===== src/inc/qro_defines.vh =====
`ifndef QRO_DEFINES_VH
`define QRO_DEFINES_VH

////////////////////////////////////////////////////////////////////////////////
// Register byte offsets on the Avalon-MM slave
`define QRO_OFS_CTRL        4'h0
`define QRO_OFS_STATUS      4'h4
`define QRO_OFS_IRQ_STAT    4'h8
`define QRO_OFS_IRQ_MASK    4'hc

////////////////////////////////////////////////////////////////////////////////
// Control register fields
`define QRO_CTRL_CFG_DONE   0
`define QRO_CTRL_BUS_EN     1
`define QRO_CTRL_RST        2'h0

////////////////////////////////////////////////////////////////////////////////
// Status register fields
`define QRO_STAT_LEADER     0
`define QRO_STAT_SELECTED   1
`define QRO_STAT_CFG_DONE   2
`define QRO_STAT_IN_RESET   3
`define QRO_STAT_FLAG       4
`define QRO_STAT_QUEUE_LSB  8
`define QRO_STAT_DEV_LSB    16

////////////////////////////////////////////////////////////////////////////////
// Interrupt event bits (status and mask share this layout)
`define QRO_IRQ_W           3
`define QRO_IRQ_RST_DONE    0
`define QRO_IRQ_ALMOST_MT   1
`define QRO_IRQ_SELECTED    2
`define QRO_IRQ_RST         3'h0

////////////////////////////////////////////////////////////////////////////////
// Read port geometry
`define QRO_ADDR_W          8
`define QRO_DEV_W           3
`define QRO_QUEUE_W         5
`define QRO_QUEUES          32
`define QRO_WORD_W          8
`define QRO_DATA_W          36

`endif


===== src/logic/qro_sync2.v =====
`timescale 1ns/1ps

// Two-stage synchroniser for levels arriving from outside the clock domain
module qro_sync2 #(
    parameter             WIDTH = 1,     // Number of bits
    parameter [WIDTH-1:0] INIT  = {WIDTH{1'b0}} // Reset value
)(
    input  wire             sys_clk_i,   // System clock
    input  wire             sys_rst_i,   // Async reset, active high
    input  wire [WIDTH-1:0] async_i,     // Unsynchronised level
    output reg  [WIDTH-1:0] sync_o       // Synchronised level
);

    reg [WIDTH-1:0] meta_q;              // First stage, read only by sync_o

    ////////////////////////////////////////////////////////////////////////////
    // Two flops in series
    always @(posedge sys_clk_i or posedge sys_rst_i)
    begin
        if (sys_rst_i)
        begin
            meta_q <= INIT;
            sync_o <= INIT;
        end
        else
        begin
            meta_q <= async_i;
            sync_o <= meta_q;
        end
    end

endmodule // qro_sync2


===== src/logic/qro_irq_regs.v =====
`timescale 1ns/1ps
`include "qro_defines.vh"

// Sticky event status with write-one-to-clear, mask and level interrupt
module qro_irq_regs (
    input  wire                  sys_clk_i,   // System clock
    input  wire                  sys_rst_i,   // Async reset, active high
    input  wire [`QRO_IRQ_W-1:0] event_i,     // One-cycle event pulses
    input  wire                  clr_we_i,    // Write strobe to status
    input  wire                  mask_we_i,   // Write strobe to mask
    input  wire [`QRO_IRQ_W-1:0] wdata_i,     // Write data, lane 0
    output reg  [`QRO_IRQ_W-1:0] status_o,    // Sticky status
    output reg  [`QRO_IRQ_W-1:0] mask_o,      // Interrupt mask
    output reg                   irq_o        // Level interrupt
);

    wire [`QRO_IRQ_W-1:0] status_d;           // Next status value

    // Set wins over a clear in the same cycle
    assign status_d = event_i | (status_o & ~({`QRO_IRQ_W{clr_we_i}} & wdata_i));

    ////////////////////////////////////////////////////////////////////////////
    // Status, mask and interrupt flops
    always @(posedge sys_clk_i or posedge sys_rst_i)
    begin
        if (sys_rst_i)
        begin
            status_o <= `QRO_IRQ_RST;
            mask_o   <= `QRO_IRQ_RST;
            irq_o    <= 1'b0;
        end
        else
        begin
            status_o <= status_d;
            if (mask_we_i)
            begin
                mask_o <= wdata_i;
            end
            // Uses next values so the line tracks status with no extra lag
            irq_o <= |(status_d & (mask_we_i ? wdata_i : mask_o));
        end
    end

endmodule // qro_irq_regs


===== src/logic/qro_read_ctrl.v =====
`timescale 1ns/1ps
`include "qro_defines.vh"

// How it works
// - Chain-role pin sampled during chip reset
// - Leader drives outputs; followers stay high impedance until selected
// - Leader: output enable low drives data asynchronously
// - Leader: output enable high floats data
// - Follower floats data until selected on read
// - Discrete flag follows queue selected for reading
// - Flag low while selected queue almost empty
// - Flag changes only on read clock edges
// - Flag also mirrored on flag bus line
// - Address: upper bits device, lower bits queue
module qro_read_ctrl (
    input  wire                     sys_clk_i,               // Read clock
    input  wire                     sys_rst_i,               // Async reset, active high
    // Avalon-MM slave
    input  wire [3:0]               avs_address_i,           // Byte address
    input  wire                     avs_read_i,              // Read request
    input  wire                     avs_write_i,             // Write request
    input  wire [31:0]              avs_writedata_i,         // Write data
    input  wire [3:0]               avs_byteenable_i,        // Byte enables
    output reg  [31:0]              avs_readdata_o,          // Read data
    output reg                      avs_waitrequest_o,       // Wait request
    output wire                     irq_o,                   // Level interrupt
    // Chain and reset pins
    input  wire                     chip_reset_n_i,          // Chip reset, active low
    input  wire                     chain_leader_select_i,   // Chain role pin
    input  wire [`QRO_DEV_W-1:0]    device_number_pins_i,    // Device number
    input  wire                     output_enable_n_i,       // Output enable, active low
    // Read port, synchronous to the read clock
    input  wire [`QRO_ADDR_W-1:0]   read_queue_address_i,    // Queue address
    input  wire                     read_addr_strobe_i,      // Address strobe
    input  wire [`QRO_QUEUES-1:0]   queue_almost_empty_i,    // Per-queue almost empty
    input  wire [`QRO_DATA_W-1:0]   core_read_data_i,        // Data from the queue memory
    // Pin outputs with their enables
    output reg  [`QRO_DATA_W-1:0]   read_data_o,             // Read data pins
    output wire                     read_data_oe_o,          // Read data drive enable
    output reg                      almost_empty_flag_n_o,   // Discrete flag, low = almost empty
    output reg                      almost_empty_flag_n_oe_o,// Discrete flag drive enable
    output reg  [`QRO_WORD_W-1:0]   almost_empty_flag_bus_o, // Flag bus, low = almost empty
    output reg                      almost_empty_flag_bus_oe_o // Flag bus drive enable
);

    ////////////////////////////////////////////////////////////////////////////
    // Device match on the upper address bits
    function dev_match;
        input [`QRO_ADDR_W-1:0] addr;
        input [`QRO_DEV_W-1:0]  dev;
        begin
            dev_match = (addr[`QRO_ADDR_W-1:`QRO_QUEUE_W] == dev);
        end
    endfunction

    ////////////////////////////////////////////////////////////////////////////
    // Declarations
    wire                   rst_n_s;          // Synchronised chip reset
    wire                   leader_s;         // Synchronised chain role pin
    wire [`QRO_DEV_W-1:0]  dev_s;            // Synchronised device number
    reg                    rst_n_q;          // Chip reset, previous cycle
    reg                    leader_q;         // Captured chain role
    reg  [`QRO_DEV_W-1:0]  dev_q;            // Captured device number
    reg                    selected_q;       // This device selected for reading
    reg  [`QRO_QUEUE_W-1:0] queue_q;         // Queue selected for reading
    reg                    cfg_done_q;       // Software finished configuring
    reg                    bus_en_q;         // Flag bus mirrors queue status
    reg                    permit_q;         // Data drive allowed by role or selection
    reg                    flag_prev_q;      // Flag value last cycle
    wire                   in_reset;         // Chip reset held low
    wire                   strobe_hit;       // Strobe addresses this device
    wire                   active;           // Queue operation allowed
    wire                   flag_d;           // Next discrete flag
    wire [`QRO_WORD_W-1:0] bus_d;            // Next flag bus word
    wire                   req;              // Bus request present
    wire                   xfer;             // Bus transfer completes now
    wire                   wr_xfer;          // Completing write
    reg  [31:0]            rdata_d;          // Read mux
    wire [`QRO_IRQ_W-1:0]  irq_stat;         // Sticky event status
    wire [`QRO_IRQ_W-1:0]  irq_mask;         // Event mask
    wire [`QRO_IRQ_W-1:0]  irq_evt;          // Event pulses

    ////////////////////////////////////////////////////////////////////////////
    // Pin synchronisers
    qro_sync2 #(
        .WIDTH (1),
        .INIT  (1'b0)
    ) u_sync_rst (
        .sys_clk_i (sys_clk_i),
        .sys_rst_i (sys_rst_i),
        .async_i   (chip_reset_n_i),
        .sync_o    (rst_n_s)
    );

    qro_sync2 #(
        .WIDTH (1 + `QRO_DEV_W),
        .INIT  ({(1 + `QRO_DEV_W){1'b0}})
    ) u_sync_role (
        .sys_clk_i (sys_clk_i),
        .sys_rst_i (sys_rst_i),
        .async_i   ({chain_leader_select_i, device_number_pins_i}),
        .sync_o    ({leader_s, dev_s})
    );

    assign in_reset   = ~rst_n_s;
    assign strobe_hit = dev_match(read_queue_address_i, dev_q);
    assign active     = rst_n_s & cfg_done_q;

    ////////////////////////////////////////////////////////////////////////////
    // Role and device number capture around chip reset
    always @(posedge sys_clk_i or posedge sys_rst_i)
    begin
        if (sys_rst_i)
        begin
            rst_n_q  <= 1'b0;
            leader_q <= 1'b0;
            dev_q    <= {`QRO_DEV_W{1'b0}};
        end
        else
        begin
            rst_n_q <= rst_n_s;
            // Track the pins while reset is low, freeze from release on
            if (in_reset)
            begin
                leader_q <= leader_s;
                dev_q    <= dev_s;
            end
        end
    end

    ////////////////////////////////////////////////////////////////////////////
    // Read port queue selection
    always @(posedge sys_clk_i or posedge sys_rst_i)
    begin
        if (sys_rst_i)
        begin
            selected_q <= 1'b0;
            queue_q    <= {`QRO_QUEUE_W{1'b0}};
        end
        else if (in_reset)
        begin
            // Chip reset drops any selection
            selected_q <= 1'b0;
            queue_q    <= {`QRO_QUEUE_W{1'b0}};
        end
        else if (read_addr_strobe_i)
        begin
            selected_q <= strobe_hit;
            // Queue only changes when this device is addressed
            if (strobe_hit)
            begin
                queue_q <= read_queue_address_i[`QRO_QUEUE_W-1:0];
            end
        end
    end

    ////////////////////////////////////////////////////////////////////////////
    // Output drive permission from role and selection
    always @(posedge sys_clk_i or posedge sys_rst_i)
    begin
        if (sys_rst_i)
        begin
            permit_q                   <= 1'b0;
            almost_empty_flag_n_oe_o   <= 1'b0;
            almost_empty_flag_bus_oe_o <= 1'b0;
        end
        else
        begin
            // Leader drives; a follower waits until it is selected
            permit_q                   <= leader_q | selected_q;
            almost_empty_flag_n_oe_o   <= leader_q | selected_q;
            almost_empty_flag_bus_oe_o <= (leader_q | selected_q) & bus_en_q;
        end
    end

    // Output enable acts on the data drive with no clock in its path
    assign read_data_oe_o = permit_q & ~output_enable_n_i;

    ////////////////////////////////////////////////////////////////////////////
    // Flags, synchronous to the read clock
    assign flag_d = active ? ~queue_almost_empty_i[queue_q] : 1'b1;
    assign bus_d  = active ? ~queue_almost_empty_i[{queue_q[`QRO_QUEUE_W-1:3], 3'h0} +: `QRO_WORD_W]
                           : {`QRO_WORD_W{1'b1}};

    always @(posedge sys_clk_i or posedge sys_rst_i)
    begin
        if (sys_rst_i)
        begin
            almost_empty_flag_n_o   <= 1'b1;
            almost_empty_flag_bus_o <= {`QRO_WORD_W{1'b1}};
            flag_prev_q             <= 1'b1;
            read_data_o             <= {`QRO_DATA_W{1'b0}};
        end
        else
        begin
            almost_empty_flag_n_o   <= flag_d;
            almost_empty_flag_bus_o <= bus_d;
            flag_prev_q             <= almost_empty_flag_n_o;
            // Data only follows the core while this device may drive
            if (active & permit_q)
            begin
                read_data_o <= core_read_data_i;
            end
        end
    end

    ////////////////////////////////////////////////////////////////////////////
    // Avalon-MM handshake: one wait cycle, then the transfer
    assign req     = avs_read_i | avs_write_i;
    assign xfer    = req & ~avs_waitrequest_o;
    assign wr_xfer = avs_write_i & ~avs_waitrequest_o;

    always @(posedge sys_clk_i or posedge sys_rst_i)
    begin
        if (sys_rst_i)
        begin
            avs_waitrequest_o <= 1'b1;
        end
        else
        begin
            // Low for exactly one cycle per request
            avs_waitrequest_o <= ~(req & avs_waitrequest_o);
        end
    end

    ////////////////////////////////////////////////////////////////////////////
    // Read mux; unmapped offsets read as zero
    always @*
    begin
        rdata_d = 32'h0000_0000;
        case (avs_address_i)
            `QRO_OFS_CTRL:
            begin
                rdata_d[`QRO_CTRL_CFG_DONE] = cfg_done_q;
                rdata_d[`QRO_CTRL_BUS_EN]   = bus_en_q;
            end
            `QRO_OFS_STATUS:
            begin
                rdata_d[`QRO_STAT_LEADER]   = leader_q;
                rdata_d[`QRO_STAT_SELECTED] = selected_q;
                rdata_d[`QRO_STAT_CFG_DONE] = cfg_done_q;
                rdata_d[`QRO_STAT_IN_RESET] = in_reset;
                rdata_d[`QRO_STAT_FLAG]     = almost_empty_flag_n_o;
                rdata_d[`QRO_STAT_QUEUE_LSB +: `QRO_QUEUE_W] = queue_q;
                rdata_d[`QRO_STAT_DEV_LSB +: `QRO_DEV_W]     = dev_q;
            end
            `QRO_OFS_IRQ_STAT:
            begin
                rdata_d[`QRO_IRQ_W-1:0] = irq_stat;
            end
            `QRO_OFS_IRQ_MASK:
            begin
                rdata_d[`QRO_IRQ_W-1:0] = irq_mask;
            end
            default:
            begin
                rdata_d = 32'h0000_0000;
            end
        endcase
    end

    ////////////////////////////////////////////////////////////////////////////
    // Read data capture, ready at the completing edge
    always @(posedge sys_clk_i or posedge sys_rst_i)
    begin
        if (sys_rst_i)
        begin
            avs_readdata_o <= 32'h0000_0000;
        end
        else if (avs_read_i & avs_waitrequest_o)
        begin
            avs_readdata_o <= rdata_d;
        end
    end

    ////////////////////////////////////////////////////////////////////////////
    // Control register; chip reset forces reconfiguration
    always @(posedge sys_clk_i or posedge sys_rst_i)
    begin
        if (sys_rst_i)
        begin
            cfg_done_q <= 1'b0;
            bus_en_q   <= 1'b0;
        end
        else if (in_reset)
        begin
            // Configuration is lost on every chip reset
            cfg_done_q <= 1'b0;
            bus_en_q   <= 1'b0;
        end
        else if (wr_xfer & (avs_address_i == `QRO_OFS_CTRL) & avs_byteenable_i[0])
        begin
            cfg_done_q <= avs_writedata_i[`QRO_CTRL_CFG_DONE];
            bus_en_q   <= avs_writedata_i[`QRO_CTRL_BUS_EN];
        end
    end

    ////////////////////////////////////////////////////////////////////////////
    // Interrupt events
    assign irq_evt[`QRO_IRQ_RST_DONE]  = rst_n_s & ~rst_n_q;
    assign irq_evt[`QRO_IRQ_ALMOST_MT] = flag_prev_q & ~almost_empty_flag_n_o;
    assign irq_evt[`QRO_IRQ_SELECTED]  = read_addr_strobe_i & strobe_hit & ~selected_q & rst_n_s;

    qro_irq_regs u_irq (
        .sys_clk_i (sys_clk_i),
        .sys_rst_i (sys_rst_i),
        .event_i   (irq_evt),
        .clr_we_i  (wr_xfer & (avs_address_i == `QRO_OFS_IRQ_STAT) & avs_byteenable_i[0]),
        .mask_we_i (wr_xfer & (avs_address_i == `QRO_OFS_IRQ_MASK) & avs_byteenable_i[0]),
        .wdata_i   (avs_writedata_i[`QRO_IRQ_W-1:0]),
        .status_o  (irq_stat),
        .mask_o    (irq_mask),
        .irq_o     (irq_o)
    );

endmodule // qro_read_ctrl


===== config.mk =====
export PLATFORM = sky130hd
export DESIGN_NAME = qro_read_ctrl
export DESIGN_NICKNAME = d
export VERILOG_FILES = /design/src/logic/qro_sync2.v /design/src/logic/qro_irq_regs.v /design/src/logic/qro_read_ctrl.v
export VERILOG_INCLUDE_DIRS = /design/src /design/src/inc
export SDC_FILE = /design/constraint.sdc
export NUM_CORES = 1
export LEC_CHECK = 0
export BUFFER_PORTS_ARGS = -buffer_cell sky130_fd_sc_hd__buf_2
export CAP_MARGIN = 10
export CORE_ASPECT_RATIO = 0.8
export CORE_MARGIN = 2
export CORE_UTILIZATION = 40
export DETAILED_ROUTE_END_ITERATION = 16
export GPL_ROUTABILITY_DRIVEN = 0
export PLACE_DENSITY = 0.75
export REMOVE_ABC_BUFFERS = 1
export SETUP_SLACK_MARGIN = 0.02
export SLEW_MARGIN = 20
export SYNTH_ARGS = -nofsm -noshare
export SYNTH_HDL_FRONTEND = slang
export SYNTH_SLANG_ARGS = --single-unit
export TNS_END_PERCENT = 30

===== constraint.sdc =====
create_clock -name sys_clk_i -period 2.8 [get_ports sys_clk_i]
set_input_delay 0.14 -clock sys_clk_i [delete_from_list [all_inputs] [get_ports sys_clk_i]]
set_output_delay 0.14 -clock sys_clk_i [all_outputs]
set_load 0.01 [all_outputs]

==> results.toml <==
[synth]
synth_xor_xnor_area_share = 0.00644
synth_mux_area_frac = 0.259
synth.avg_cell_area_sq_um = 14.6
synth_edf_count = 0
synth_adder_area_share = 0
async_reset_ff_frac = 1.00
syn_inst = 279
ys.flop_type = "dfrtp_1"
ys_types = 37
yosys_register_bits = 92
synth_top_family_by_area = "multiplexers"
yosysSeqAreaShare = 0.568
ys_warn_count = 0
synth-compound-area-share = 0.0454
yosys.area_share.simple = 0.0589
synth_area_sq_um = 4080

[timing]
finalHoldViolCount = 53
setup_tns_ns = 0
skew_ns = 0.00523
slew_headroom = 0.473
rsz0062_at_grt = "false"
worst_pin_slew_ns = 0.791
fmax_mhz = 526
fin_ws_ns = 0.900
holdWs_ns = -0.0487
setup_viol_count_final = 0
finalWorstPathRequiredPeriod_ns = 1.90
drv_slew = 0
finalCritPeriodShare = 0.678

[die]
die_w_um = 117
core_area_sq_um = 9770
die_area_sq_um = 11000
ios = 209
die_h_um = 94.3
initial_core_util = 0.417
rows = 32

[grt]
grtUsageMet1 = 0.212
grt_pass1_wl_um = 13900
met2_usage = 0.275
grt_pass1_vias = 2811
grt_overflow = 0
met3_usage = 0.0555
grt_max_degree = 93
antenna_found_initial = 0
grtUsageTotal = 0.166
grt-busiest-layer = "met2"

[placement]
dp_hpwl_um = 6700
portBuffers = 157
dp.cells = 558
post-place-ws_ns = 0.885

[clock_tree]
tritoncts = "built"
clock_sinks = 92
cts.repair.resized = 0
cts_htree_levels = 3
clk_pin_slew_worst_paths_ns = 0.06
numCtsBuffers = 9
root_buffer = "clkbuf_16"
post-cts-setup-buffers = 0
cts_hold_buffers = 7
clk_latency_ns = 0.34
cts_max_path_buffers = 2

[cells_and_area]
multiInputGateArea_sq_um = 1580
drive_above_1_share = 0.544
n_antenna_cell = 0
n_fill_cell = 868
final_common_cell = "buf_2"
areaGrowthSynthToFinish_pct = 29.2
final_core_util = 0.539
stdcell_count = 581
nets = 567
final_cell_mix = "buf_2, dfrtp_1, mux2_2"
area.sequential_sq_um = 2320

[power]
finalPower_w = 0.00301
p_clk_frac = 0.401
peakVddDrop_mv = 0.392
power.density_nw_per_um2 = 572
p_int_w = 0.00230
power_frac_seq = 0.482
pwr-share-comb = 0.117
p_sw_frac = 0.237
p_leak_nw = 2.54
power_switching_w = 0.000713

[job]
maxCapViolations = 0

[drt]
via_per_inst = 4.91
drt-wirelength-per-cell_um = 15.3
drtIter0Drc = 159
num_vias = 2854
totalWireLength_um = 8870
postRouteAntennaNets = 0
drc = 0
first_pass_iters = 5

[outcome]
status = "finished, violations left"
violations = "negative hold slack"

[hold_path]
hold_class = "in -> async"

[critical_path]
crit_required_ns = 3.02
end_kind = "flip-flop"
cp_max_fo = 36
worstSetupPathType = "reg -> reg"
arrival_ns = 2.12
start_kind = "flip-flop"
[stage by stage]
stage          hold slack [ns]  area (sq um)
3_3_place_gp             0.248          4890
2_1_floorplan            0.171          3930
3_5_place_dp             0.249          4890
6_report               -0.0487          5270
5_1_grt                 0.0145          5270
4_1_cts                 0.0207          5260
[sequential cells by signal, indices dropped and copies added (netlist names), 3 cells and up]
name / count
almost_empty_flag_bus_o: 8
avs_readdata_o: 13
dev_q: 3
queue_q: 5
read_data_o: 36
u_irq.mask_o: 3
u_irq.status_o: 3
u_sync_role.meta_q: 4
u_sync_role.sync_o: 4
[synthesized netlist by cell type, types with 2 or more instances]
cell / number / share of area
a21oi_1: 2 / 0.0025
a22o_1: 11 / 0.024
and2_1: 2 / 0.0031
and3b_1: 2 / 0.0043
buf_2: 5 / 0.0061
buf_4: 22 / 0.041
clkbuf_1: 5 / 0.0046
dfrtp_1: 81 / 0.50
dfstp_2: 11 / 0.071
inv_1: 7 / 0.0064
mux2_2: 42 / 0.12
mux2i_1: 14 / 0.034
mux4_1: 10 / 0.064
mux4_2: 8 / 0.044
nand2_1: 15 / 0.014
nand2b_1: 2 / 0.0031
nand4_1: 3 / 0.0046
nor2_1: 9 / 0.0083
nor2b_1: 3 / 0.0046
nor3_1: 2 / 0.0025
o21ai_0: 3 / 0.0037
or2_2: 3 / 0.0046
xnor2_1: 3 / 0.0064
[path summary, 6_finish.rpt]
check,cells past startpoint,slack [ns],from,end
setup / recovery,4,0.90,u_sync_rst.sync_o,read_data_o[32]
hold / removal,2,-0.05,sys_rst_i,read_data_o[21]
setup reg to reg,4,0.90,u_sync_rst.sync_o,read_data_o[32]
hold reg to reg,0,0.35,u_sync_role.meta_q[3],u_sync_role.sync_o[3]
max in group asynchronous,2,2.31,sys_rst_i,read_data_o[25]
min in group sys_clk_i,2,0.03,core_read_data_i[6],read_data_o[6]
[area by class of cell]
cell class,instances,share of cell area
inverters,8,0.00665
well taps,136,0.0323
multi-input cells,164,0.300
repair buffers,165,0.164
clock inverters,6,0.0121
flip-flops and latches,92,0.440
clock buffers,10,0.0454
[power by group through the flow]
stage / combinational, W / sequential, W / clock (W)
5_1_grt: 0.000392 / 0.00146 / 0.00131
3_5_place_dp: 0.000346 / 0.00148 / 0
2_1_floorplan: 0.000171 / 0.00149 / 0
4_1_cts: 0.000356 / 0.00145 / 0.00124
3_3_place_gp: 0.000337 / 0.00147 / 0
6_report: 0.000351 / 0.00145 / 0.00121
[critical path, cell delays in order, from the launching register on]
cell	delay, ns
dfrtp_1	0.50
and2_1	0.36
nand2_1	0.13
buf_4	0.39
mux2_2	0.40
[per-layer routing]
layer / vias to the layer above / wire length [um]
li1: 1294 / -
met1: 1445 / 3690
met2: 107 / 4510
met3: 8 / 566
met4: 0 / 98
met5: - / 0
[logic make-up (layout without fill, tap and decap cells)]
family,after synthesis,in the layout
other,1,19
AND/OR/NAND/NOR,45,45
XOR/XNOR,3,3
multiplexers,74,74
flip-flops,92,92
buffers and inverters,41,189
AO/OA/AOI/OAI,23,23
(Power assumes the default switching activity.)
